## src/hdl/cgi_pkg.sv

```systemverilog
// Package: constants for the configuration init pulse block
package cgi_pkg;
    localparam int CLK_PERIOD_NS = 40;
    localparam int MIN_RESET_WIDTH_NS = 100;
    localparam int TRISTATE_PULSE_WIDTH_FUNC_NS = 100;
    localparam int TRISTATE_PULSE_WIDTH_TIMING_NS = 0;
    // Least widths round up to whole cycles, never below one
    localparam int MIN_RESET_WIDTH_CYC =
        ((MIN_RESET_WIDTH_NS + CLK_PERIOD_NS - 1) / CLK_PERIOD_NS < 1) ? 1 :
        (MIN_RESET_WIDTH_NS + CLK_PERIOD_NS - 1) / CLK_PERIOD_NS;
    localparam int TRISTATE_PULSE_WIDTH_CYC =
        ((TRISTATE_PULSE_WIDTH_FUNC_NS + CLK_PERIOD_NS - 1) / CLK_PERIOD_NS < 1) ? 1 :
        (TRISTATE_PULSE_WIDTH_FUNC_NS + CLK_PERIOD_NS - 1) / CLK_PERIOD_NS;
    localparam int CNT_W = 8;
    localparam logic [CNT_W-1:0] CNT_RST = 8'h00;
    localparam logic RESET_ACTIVE_HIGH = 1'b1;
endpackage

```

## src/hdl/cgi_pulse_gen.sv

```systemverilog
// One-shot pulse generator, fires once per trigger
`timescale 1ns/1ns
module cgi_pulse_gen #(
    parameter logic [7:0] WIDTH = 8'h03
) (
    input wire logic sys_clk,
    input wire logic sys_rst,
    input wire logic trig,
    output logic pulse
);
    logic [7:0] cnt_ff;
    logic [7:0] nxt_cnt;
    logic pulse_ff;
    logic nxt_pulse;

    always_comb begin
        nxt_cnt = cnt_ff;
        nxt_pulse = pulse_ff;
        if (trig) begin
            nxt_cnt = WIDTH;
            nxt_pulse = 1'b1;
        end else if (cnt_ff > 8'h01) begin
            nxt_cnt = cnt_ff - 8'h01;
        end else begin
            nxt_cnt = 8'h00;
            nxt_pulse = 1'b0;
        end
    end

    always_ff @(posedge sys_clk or posedge sys_rst) begin
        if (sys_rst) begin
            cnt_ff <= cgi_pkg::CNT_RST;
            pulse_ff <= 1'b0;
        end else begin
            cnt_ff <= nxt_cnt;
            pulse_ff <= nxt_pulse;
        end
    end

    assign pulse = pulse_ff;
endmodule // cgi_pulse_gen

```

## src/hdl/cgi_top.sv

```systemverilog
// Top: configuration and power-up global reset and tristate pulses
// Behaviour
// - Global set/reset pulses once at configuration end and once after power-up.
// - Each register goes to its own initial value while reset is active.
// - Outputs are high impedance while the tristate net is active.
// - Reset active high by default; low variant drops the tristate net.
// - Tristate pulse generator is separate from the reset generator.
// - Reset pulse covers at least the minimum reset width, a parameter.
// - Tristate pulse covers at least the tristate width, a parameter.
// - Self-timed reset generator gives one high pulse per trigger, default 3 cycles (120 ns).
// - The user registers share one asynchronous input from the reset net.
// - Self-timed tristate generator gives one high pulse per trigger, default 3 cycles (120 ns).
`timescale 1ns/1ns
module cgi_top #(
    parameter logic ACTIVE_HIGH = cgi_pkg::RESET_ACTIVE_HIGH,
    parameter logic USE_PORT_BUFFER = 1'b0,
    parameter logic [7:0] RESET_WIDTH_CYC = 8'(cgi_pkg::MIN_RESET_WIDTH_CYC),
    parameter logic [7:0] TRISTATE_WIDTH_CYC = 8'(cgi_pkg::TRISTATE_PULSE_WIDTH_CYC)
) (
    input wire logic sys_clk,
    input wire logic sys_rst,
    input wire logic config_done,
    input wire logic tb_set_reset,
    input wire logic tb_tristate,
    input wire logic [7:0] user_d,
    input wire logic [7:0] user_init,
    input wire logic [7:0] user_oe,
    output logic global_set_reset_net,
    output logic global_output_tristate_net,
    output logic [7:0] user_q,
    output logic [7:0] pad_o,
    output logic [7:0] pad_oe
);
    typedef enum logic [1:0] {ST_POWERUP, ST_WAIT_CFG, ST_RUN} cgi_state_e;
    cgi_state_e state_ff;
    cgi_state_e nxt_state;
    logic fire;
    logic rst_pulse;
    logic ts_pulse;
    logic gsr_act;
    logic cfg_d_ff;
    logic nxt_cfg_d;
    logic [7:0] user_q_ff;
    logic [7:0] nxt_user_q;
    logic init_hold_ff;
    logic nxt_init_hold;

    // Fire at power-up, then once more at configuration end
    // Rise detect on config_done, so a level left high fires only once
    always_comb begin
        nxt_state = state_ff;
        nxt_cfg_d = config_done;
        fire = 1'b0;
        unique case (state_ff)
            ST_POWERUP: begin
                fire = 1'b1;
                nxt_state = ST_WAIT_CFG;
            end
            ST_WAIT_CFG: begin
                if (config_done && !cfg_d_ff) begin
                    fire = 1'b1;
                    nxt_state = ST_RUN;
                end
            end
            ST_RUN: begin
                nxt_state = ST_RUN;
            end
        endcase
    end

    always_ff @(posedge sys_clk or posedge sys_rst) begin
        if (sys_rst) begin
            state_ff <= ST_POWERUP;
            cfg_d_ff <= 1'b0;
        end else begin
            state_ff <= nxt_state;
            cfg_d_ff <= nxt_cfg_d;
        end
    end

    // Two generators so widths can differ
    cgi_pulse_gen #(.WIDTH(RESET_WIDTH_CYC)) u_reset_on_config_pulse_gen (
        .sys_clk(sys_clk),
        .sys_rst(sys_rst),
        .trig(fire),
        .pulse(rst_pulse)
    );
    cgi_pulse_gen #(.WIDTH(TRISTATE_WIDTH_CYC)) u_tristate_on_config_pulse_gen (
        .sys_clk(sys_clk),
        .sys_rst(sys_rst),
        .trig(fire),
        .pulse(ts_pulse)
    );

    // Port buffers hand the nets to the testbench; gone in real silicon
    assign gsr_act = USE_PORT_BUFFER ? tb_set_reset : rst_pulse;
    assign global_set_reset_net = ACTIVE_HIGH ? gsr_act : !gsr_act;
    // Low variant has no tristate net
    assign global_output_tristate_net = ACTIVE_HIGH &&
        (USE_PORT_BUFFER ? tb_tristate : ts_pulse);

    // Demo user registers: one common async input from the global net
    always_comb begin
        nxt_user_q = user_d;
        nxt_init_hold = 1'b0;
    end

    always_ff @(posedge sys_clk or posedge gsr_act) begin
        if (gsr_act) begin
            user_q_ff <= 8'h00;
            init_hold_ff <= 1'b1;
        end else begin
            user_q_ff <= nxt_user_q;
            init_hold_ff <= nxt_init_hold;
        end
    end

    // Async branch may load constants only, so the initial value is muxed in
    // and held until the first clock after the net falls
    assign user_q = (gsr_act || init_hold_ff) ? user_init : user_q_ff;
    assign pad_o = user_q;
    assign pad_oe = global_output_tristate_net ? 8'h00 : user_oe;

    // Counts of 3 below follow the default width parameters
    property p_powerup_rst;
        @(posedge sys_clk) disable iff (sys_rst)
        (state_ff == ST_POWERUP) |=> rst_pulse [*3];
    endproperty
    a_powerup_rst: assert property (p_powerup_rst)
        else $error("power-up reset pulse missing");

    property p_powerup_ts;
        @(posedge sys_clk) disable iff (sys_rst)
        (state_ff == ST_POWERUP) |=> ts_pulse [*3];
    endproperty
    a_powerup_ts: assert property (p_powerup_ts)
        else $error("power-up tristate pulse missing");

    // A retrigger inside the pulse may legally stretch it
    property p_reset_ends;
        @(posedge sys_clk) disable iff (sys_rst)
        ($rose(rst_pulse) && !fire) ##1 (!fire [*2]) |=> !rst_pulse;
    endproperty
    a_reset_ends: assert property (p_reset_ends)
        else $error("reset pulse width wrong");

    property p_ts_ends;
        @(posedge sys_clk) disable iff (sys_rst)
        ($rose(ts_pulse) && !fire) ##1 (!fire [*2]) |=> !ts_pulse;
    endproperty
    a_ts_ends: assert property (p_ts_ends)
        else $error("tristate pulse width wrong");

    property p_cfg_fire;
        @(posedge sys_clk) disable iff (sys_rst)
        (state_ff == ST_WAIT_CFG && config_done && !cfg_d_ff) |=> rst_pulse && ts_pulse;
    endproperty
    a_cfg_fire: assert property (p_cfg_fire)
        else $error("config-end pulse missing");

    property p_cfg_rst_width;
        @(posedge sys_clk) disable iff (sys_rst)
        (state_ff == ST_WAIT_CFG && config_done && !cfg_d_ff) |=> rst_pulse [*3];
    endproperty
    a_cfg_rst_width: assert property (p_cfg_rst_width)
        else $error("config-end reset pulse too short");

    property p_cfg_ts_width;
        @(posedge sys_clk) disable iff (sys_rst)
        (state_ff == ST_WAIT_CFG && config_done && !cfg_d_ff) |=> ts_pulse [*3];
    endproperty
    a_cfg_ts_width: assert property (p_cfg_ts_width)
        else $error("config-end tristate pulse too short");

    property p_ts_hiz;
        @(posedge sys_clk) disable iff (sys_rst)
        global_output_tristate_net |-> pad_oe == 8'h00;
    endproperty
    a_ts_hiz: assert property (p_ts_hiz)
        else $error("output driven during tristate");

    property p_reg_init;
        @(posedge sys_clk) disable iff (sys_rst)
        gsr_act |-> user_q == user_init;
    endproperty
    a_reg_init: assert property (p_reg_init)
        else $error("register not at initial value");

    // Start-up value must survive until the first clock after release
    property p_hold_init;
        @(posedge sys_clk) disable iff (sys_rst)
        $fell(gsr_act) |-> user_q == user_init;
    endproperty
    a_hold_init: assert property (p_hold_init)
        else $error("initial value lost at reset release");

    property p_no_repeat;
        @(posedge sys_clk) disable iff (sys_rst)
        (state_ff == ST_RUN) |-> !fire;
    endproperty
    a_no_repeat: assert property (p_no_repeat)
        else $error("generator fired again");

    property p_run_stays;
        @(posedge sys_clk) disable iff (sys_rst)
        (state_ff == ST_RUN) |=> (state_ff == ST_RUN);
    endproperty
    a_run_stays: assert property (p_run_stays)
        else $error("left run state without reset");

    property p_polarity;
        @(posedge sys_clk) disable iff (sys_rst)
        global_set_reset_net == (ACTIVE_HIGH ? gsr_act : !gsr_act);
    endproperty
    a_polarity: assert property (p_polarity)
        else $error("reset polarity wrong");

    // Main scenarios
    c_cfg: cover property (@(posedge sys_clk) state_ff == ST_WAIT_CFG ##1 state_ff == ST_RUN);
    c_rst: cover property (@(posedge sys_clk) $fell(rst_pulse));
    c_ts: cover property (@(posedge sys_clk) $fell(ts_pulse));
    c_refused: cover property (@(posedge sys_clk)
        state_ff == ST_RUN && config_done && !cfg_d_ff);
endmodule // cgi_top

```

## config.mk

```make
export PLATFORM = sky130hd
export DESIGN_NAME = cgi_top
export DESIGN_NICKNAME = d
export VERILOG_FILES = /design/src/hdl/cgi_pkg.sv /design/src/hdl/cgi_pulse_gen.sv /design/src/hdl/cgi_top.sv
export SDC_FILE = /design/constraint.sdc
export NUM_CORES = 1
export LEC_CHECK = 0
export ABC_AREA = 1
export BUFFER_PORTS_ARGS = -buffer_cell sky130_fd_sc_hd__buf_2
export CAP_MARGIN = 20
export CORE_ASPECT_RATIO = 0.75
export CORE_MARGIN = 5
export CORE_UTILIZATION = 45
export DETAILED_ROUTE_END_ITERATION = 8
export GPL_ROUTABILITY_DRIVEN = 0
export PLACE_DENSITY = 0.74
export SKIP_CTS_REPAIR_TIMING = 1
export SLEW_MARGIN = 20
export SYNTH_ARGS = -nofsm -noshare
export SYNTH_HDL_FRONTEND = slang
export SYNTH_SLANG_ARGS = --single-unit
```

## constraint.sdc

```tcl
create_clock -name sys_clk -period 1.28 [get_ports sys_clk]
set_input_delay 0.256 -clock sys_clk [delete_from_list [all_inputs] [get_ports sys_clk]]
set_output_delay 0.256 -clock sys_clk [all_outputs]
set_load 0.1 [all_outputs]
```

# Yosys cells after proc, flatten, opt, wreduce, memory -nomap -nowiden
# Index checks and enable logic that the tools add are counted.
[totals]
regBits = 30
latch_bits = 0
ramBits = 0
romBits = 0
in_bits = 29
out_inout_bits = 26
elab_cells = 35
memories = 0
[op_classes]
add_sub_neg = 2
mul = 0
div = 0
order_cmp = 2
n_eq_ne = 5
n_shift = 0
mux = 14
n_bitwise = 0
n_reduce_logical = 4
[ops]
columns = ["operator", "n"]
rows = [
  ["$mux W8", 6],
  ["$gt A8 B1 Y1 const B", 2],
  ["$sub A8 B1 Y8 const B", 2],
  ["$ne A2 B2 Y1 const B", 3],
  ["$pmux W2 S3", 1],
  ["$mux W1", 5],
  ["$eq A2 B1 Y1 const B", 1],
  ["$eq A2 B2 Y1 const B", 1],
  ["$logic_not A2 Y1", 1],
  ["$mux W2", 1],
  ["$pmux W1 S2", 1],
  ["$logic_and A1 B1 Y1", 1],
  ["$logic_not A1 Y1", 1],
  ["$logic_or A1 B1 Y1", 1],
]

# Depth between registers and ports, before layout
[logic_depth]
ltp_word = 5
mapped_depth = 9
ltp_nobuf = 9

# Modules after synthesis
# From an unflattened synthesis, not the netlist that was laid out.
[hier_totals]
cells_unflattened = 204
area_unflattened_um2 = 1652.8
[modules_own_cells]
columns = ["mod", "instances", "cells_each", "area_each_um2"]
rows = [
  ["cgi_pulse_gen", 2, 61, 504.2],
  ["cgi_top", 1, 82, 644.4],
]

# Worst setup path after synthesis
# Ideal clock, no wire load.
[synth_timing]
path_type = "register to output"
from = "reg u_tristate_on_config_pulse_gen.pulse_ff, in the netlist u_tristate_on_config_pulse_gen.pulse"
to = "out pad_oe[0]"
arrival_time_ns = 2.311
required_ns = 1.024
slack_ns = -1.287
stages_incl_launch_ff = 3
n_path_buf = 1
path_cell_list = "dfrtp_1 clkbuf_1 nor2_1"
[synth_via]
elab_chain_cells = 1
[synth_rtl]
columns = ["element", "line", "source"]
rows = [
  ["from (decl)", "cgi_pulse_gen.sv:13", "logic pulse_ff;"],
  ["from (signal assigned)", "cgi_pulse_gen.sv:36", "pulse_ff <= nxt_pulse;"],
  ["$mux W8", "cgi_top.sv:122", "assign pad_oe = global_output_tristate_net ? 8'h00 : user_oe;"],
  ["to (decl)", "cgi_top.sv:32", "output logic [7:0] pad_oe"],
]
# Every way passes these cells.

# Worst setup path in the final report
[layout_timing]
from = "reg u_reset_on_config_pulse_gen.pulse_ff, in the netlist u_reset_on_config_pulse_gen.pulse"
to = "out user_q[5]"
[layout_via]
elab_chain_cells = 2
[layout_rtl]
columns = ["element", "line", "source"]
rows = [
  ["from (decl)", "cgi_pulse_gen.sv:13", ""],
  ["from (signal assigned)", "cgi_pulse_gen.sv:36", ""],
  ["$logic_or A1 B1 Y1", "cgi_top.sv:120", "assign user_q = (gsr_act || init_hold_ff) ? user_init : user_q_ff;"],
  ["$mux W8", "cgi_top.sv:120", ""],
  ["to (decl)", "cgi_top.sv:30", "output logic [7:0] user_q,"],
]
# Every way passes these cells.

==> results.md <==
- Post-Route WL: 3770 um
- Initial Utilization: 47.7%
- CP Capture Type: output pin
- Fraction of registers with async set/reset: 100%
- Worst-path fanout max: 3
- Detail Route Antenna Nets: 0
- Design Area, Final: 0.00268 mm^2
- GRT overflow: 0
- Synth top area share: 45.4%
- Largest net degree at the start of global routing: 22
- Post-synth EDFFs: 0
- Site Rows: 18
- Endpoints failing hold: 16
- Pwr Density: 2720 mW/mm^2
- Fillcell total: 203
- FMAX: 0.560 GHz
- Synth warn: 0
- Skew-Pair Late Insertion Delay: 280 ps
- CP Data Arrival Time: 1530 ps
- Seq/Total Area, Yosys: 47.0%
- Final core utilization: 79.9%
- Synth Cell Area: 0.00160 mm^2
- Primary FF master, synth: dfrtp_1
- Clk root buf: clkbuf_8
- First drt pass iteration count: 5
- Area grow syn2layout: 67.7%
- DRC Markers: 0
- Setup ws final: -506 ps
- Die Area: 0.00486 mm^2
- I/O Buffers: 52
- RSZ-0062 raised after global routing: yes
- H-tree Lvls: 2
- Static Leak: 1.32 nW
- HPWL after DPL: 2830 um
- Skew final: 9.46 ps
- Most frequent cells in the layout: dfrtp_1, buf_12, buf_2
- Avg Inst Size Synth: 8.83 um^2
- Area contributors post-synth: dfrtp_1, inv_1, nor2_1, mux2_2, nand2_1
- Starting DRT DRC Count: 21
- Die H: 61.6 um
- Vias per cell: 4.57
- Core area: 0.00336 mm^2
- Setup TNS: -9520 ps
- First-pass GRT wire length: 5830 um
- Total power: 7.29 mW
- Num CTS Buffers: 5
- Synth unique cells: 28
- Final std cells w/o fill: 288
- Placed Cells: 274
- Max incr delay on CP: 480 ps
- Number of global-route vias before repair: 1287
- Worst path required time: 1020 ps
- Synth Instances: 181
- Worst hold slack: -17.0 ps
- Initial antenna violation count: 0
- Post-synth net total: 216
- Max VDD drop: 1.76 mV
- Tcrit/Tclk final: 140%
- Final Setup Violations: 26
- Failing checks: negative hold slack, negative setup slack
- MaxCap Viol Count: 0
- Clock Sinks: 30
- GRT Overall Usage: 16.1%
- Post-Place Worst Slack: -226 ps
- Slowest-stage cell, CP: dfrtp_4
- Post-route minimum period: 1790 ps
- CTS tree: yes
- R2R Setup Slk: 40 ps
- Critical Path Source Type: flop
- Worst path cell trace: nor2_4, buf_4, mux2_4, buf_12
- Clock buffer depth: 2
- Cell taking the most area after synthesis: dfrtp_1
- CTS clock-pin slew for the worst setup and hold paths: 70 ps
- Critical path type: flop to output pin
- Layout cells sized above 1: 55.6%
- Per-cell routed wire length: 13.1 um
- Status: finished with violations
- Ports: 55
- Final Max Tran Viols: 0
- N_diodes: 0
- Fin nets: 282
- Chip width: 78.8 um
- Worst Hold Class: input pin to asynchronous set/reset pin
- Cell Area, Placed: 0.00241 mm^2
- DR vias: 1317
- FF+latch count, synth: 30
==> state kept, by name, indices dropped and copies added (netlist names) <==
name                                   cells
init_hold_ff                               1
user_q_ff                                  8
u_tristate_on_config_pulse_gen.cnt_ff      8
u_reset_on_config_pulse_gen.pulse          1
state_ff                                   2
cfg_d_ff                                   1
u_tristate_on_config_pulse_gen.pulse       1
u_reset_on_config_pulse_gen.cnt_ff         8
==> final timing paths <==
kind / startpoint / to / cells after the start
max in group asynchronous: u_reset_on_config_pulse_gen.pulse / init_hold_ff / 3
setup / recovery: u_reset_on_config_pulse_gen.pulse / user_q[5] / 4
hold / removal: sys_rst / state_ff[1] / 3
setup reg to reg: u_tristate_on_config_pulse_gen.cnt_ff[0] / u_tristate_on_config_pulse_gen.cnt_ff[6] / 9
min in group sys_clk: user_d[6] / user_q_ff[6] / 1
hold reg to reg: state_ff[1] / state_ff[1] / 1
==> power by group <==
| part | leakage, nW | internal (mW) | total, mW | switching [mW] |
|---|---|---|---|---|
| clock network | 0.0472 | 0.431 | 0.786 | 0.355 |
| logic | 0.907 | 1.93 | 5.01 | 3.08 |
| registers | 0.369 | 1.25 | 1.49 | 0.242 |
==> layer usage <==
| metal | track usage, % | routed length, um | up-vias |
|---|---|---|---|
| met5 | 0 | 0 | - |
| met4 | 6.62 | 46 | 0 |
| met3 | 5.56 | 298 | 4 |
| met2 | 27.0 | 1740 | 46 |
| met1 | 19.4 | 1680 | 599 |
| li1 | - | - | 668 |
==> synthesized netlist by cell type (2+ instances only) <==
library cell / instances
a21oi_1: 3
buf_4: 8
dfrtp_1: 29
ha_1: 6
inv_1: 33
mux2_2: 8
nand2_1: 23
nand2_2: 4
nand3_1: 3
nor2_1: 25
nor2_2: 8
nor2_4: 4
o21ai_0: 7
o21ai_1: 2
o21ai_2: 2
xor2_1: 4
==> area by class of cell <==
| class | count | area (um^2) | area share, % |
|---|---|---|---|
| multi-input combinational | 107 | 841 | 31.4 |
| timing repair buffer | 68 | 802 | 29.9 |
| sequential | 30 | 759 | 28.3 |
| inverter | 35 | 134 | 4.99 |
| clock buffer | 6 | 82.6 | 3.08 |
| tap | 40 | 50.0 | 1.87 |
| clock inverter | 2 | 12.5 | 0.467 |
==> cells by family after synthesis <==
kind of cell	after synthesis	synth area share, %
AOI/OAI and AO/OA	16	5.79
buffers and inverters	44	12.3
muxes	8	5.63
other	1	0.235
DFF	30	47.0
xor gates and xnor gates	4	2.19
adders and majority gates	6	4.69
and+or+nand+nor	72	22.1
==> worst max-delay path: cells and delay by family, from the launching register on <==
kind / cells / cell delay [ps]
DFF: 1 / 480
muxes: 1 / 330
buffers and inverters: 2 / 310
and+or+nand+nor: 1 / 120
Power figures use the tool's default switching activity.
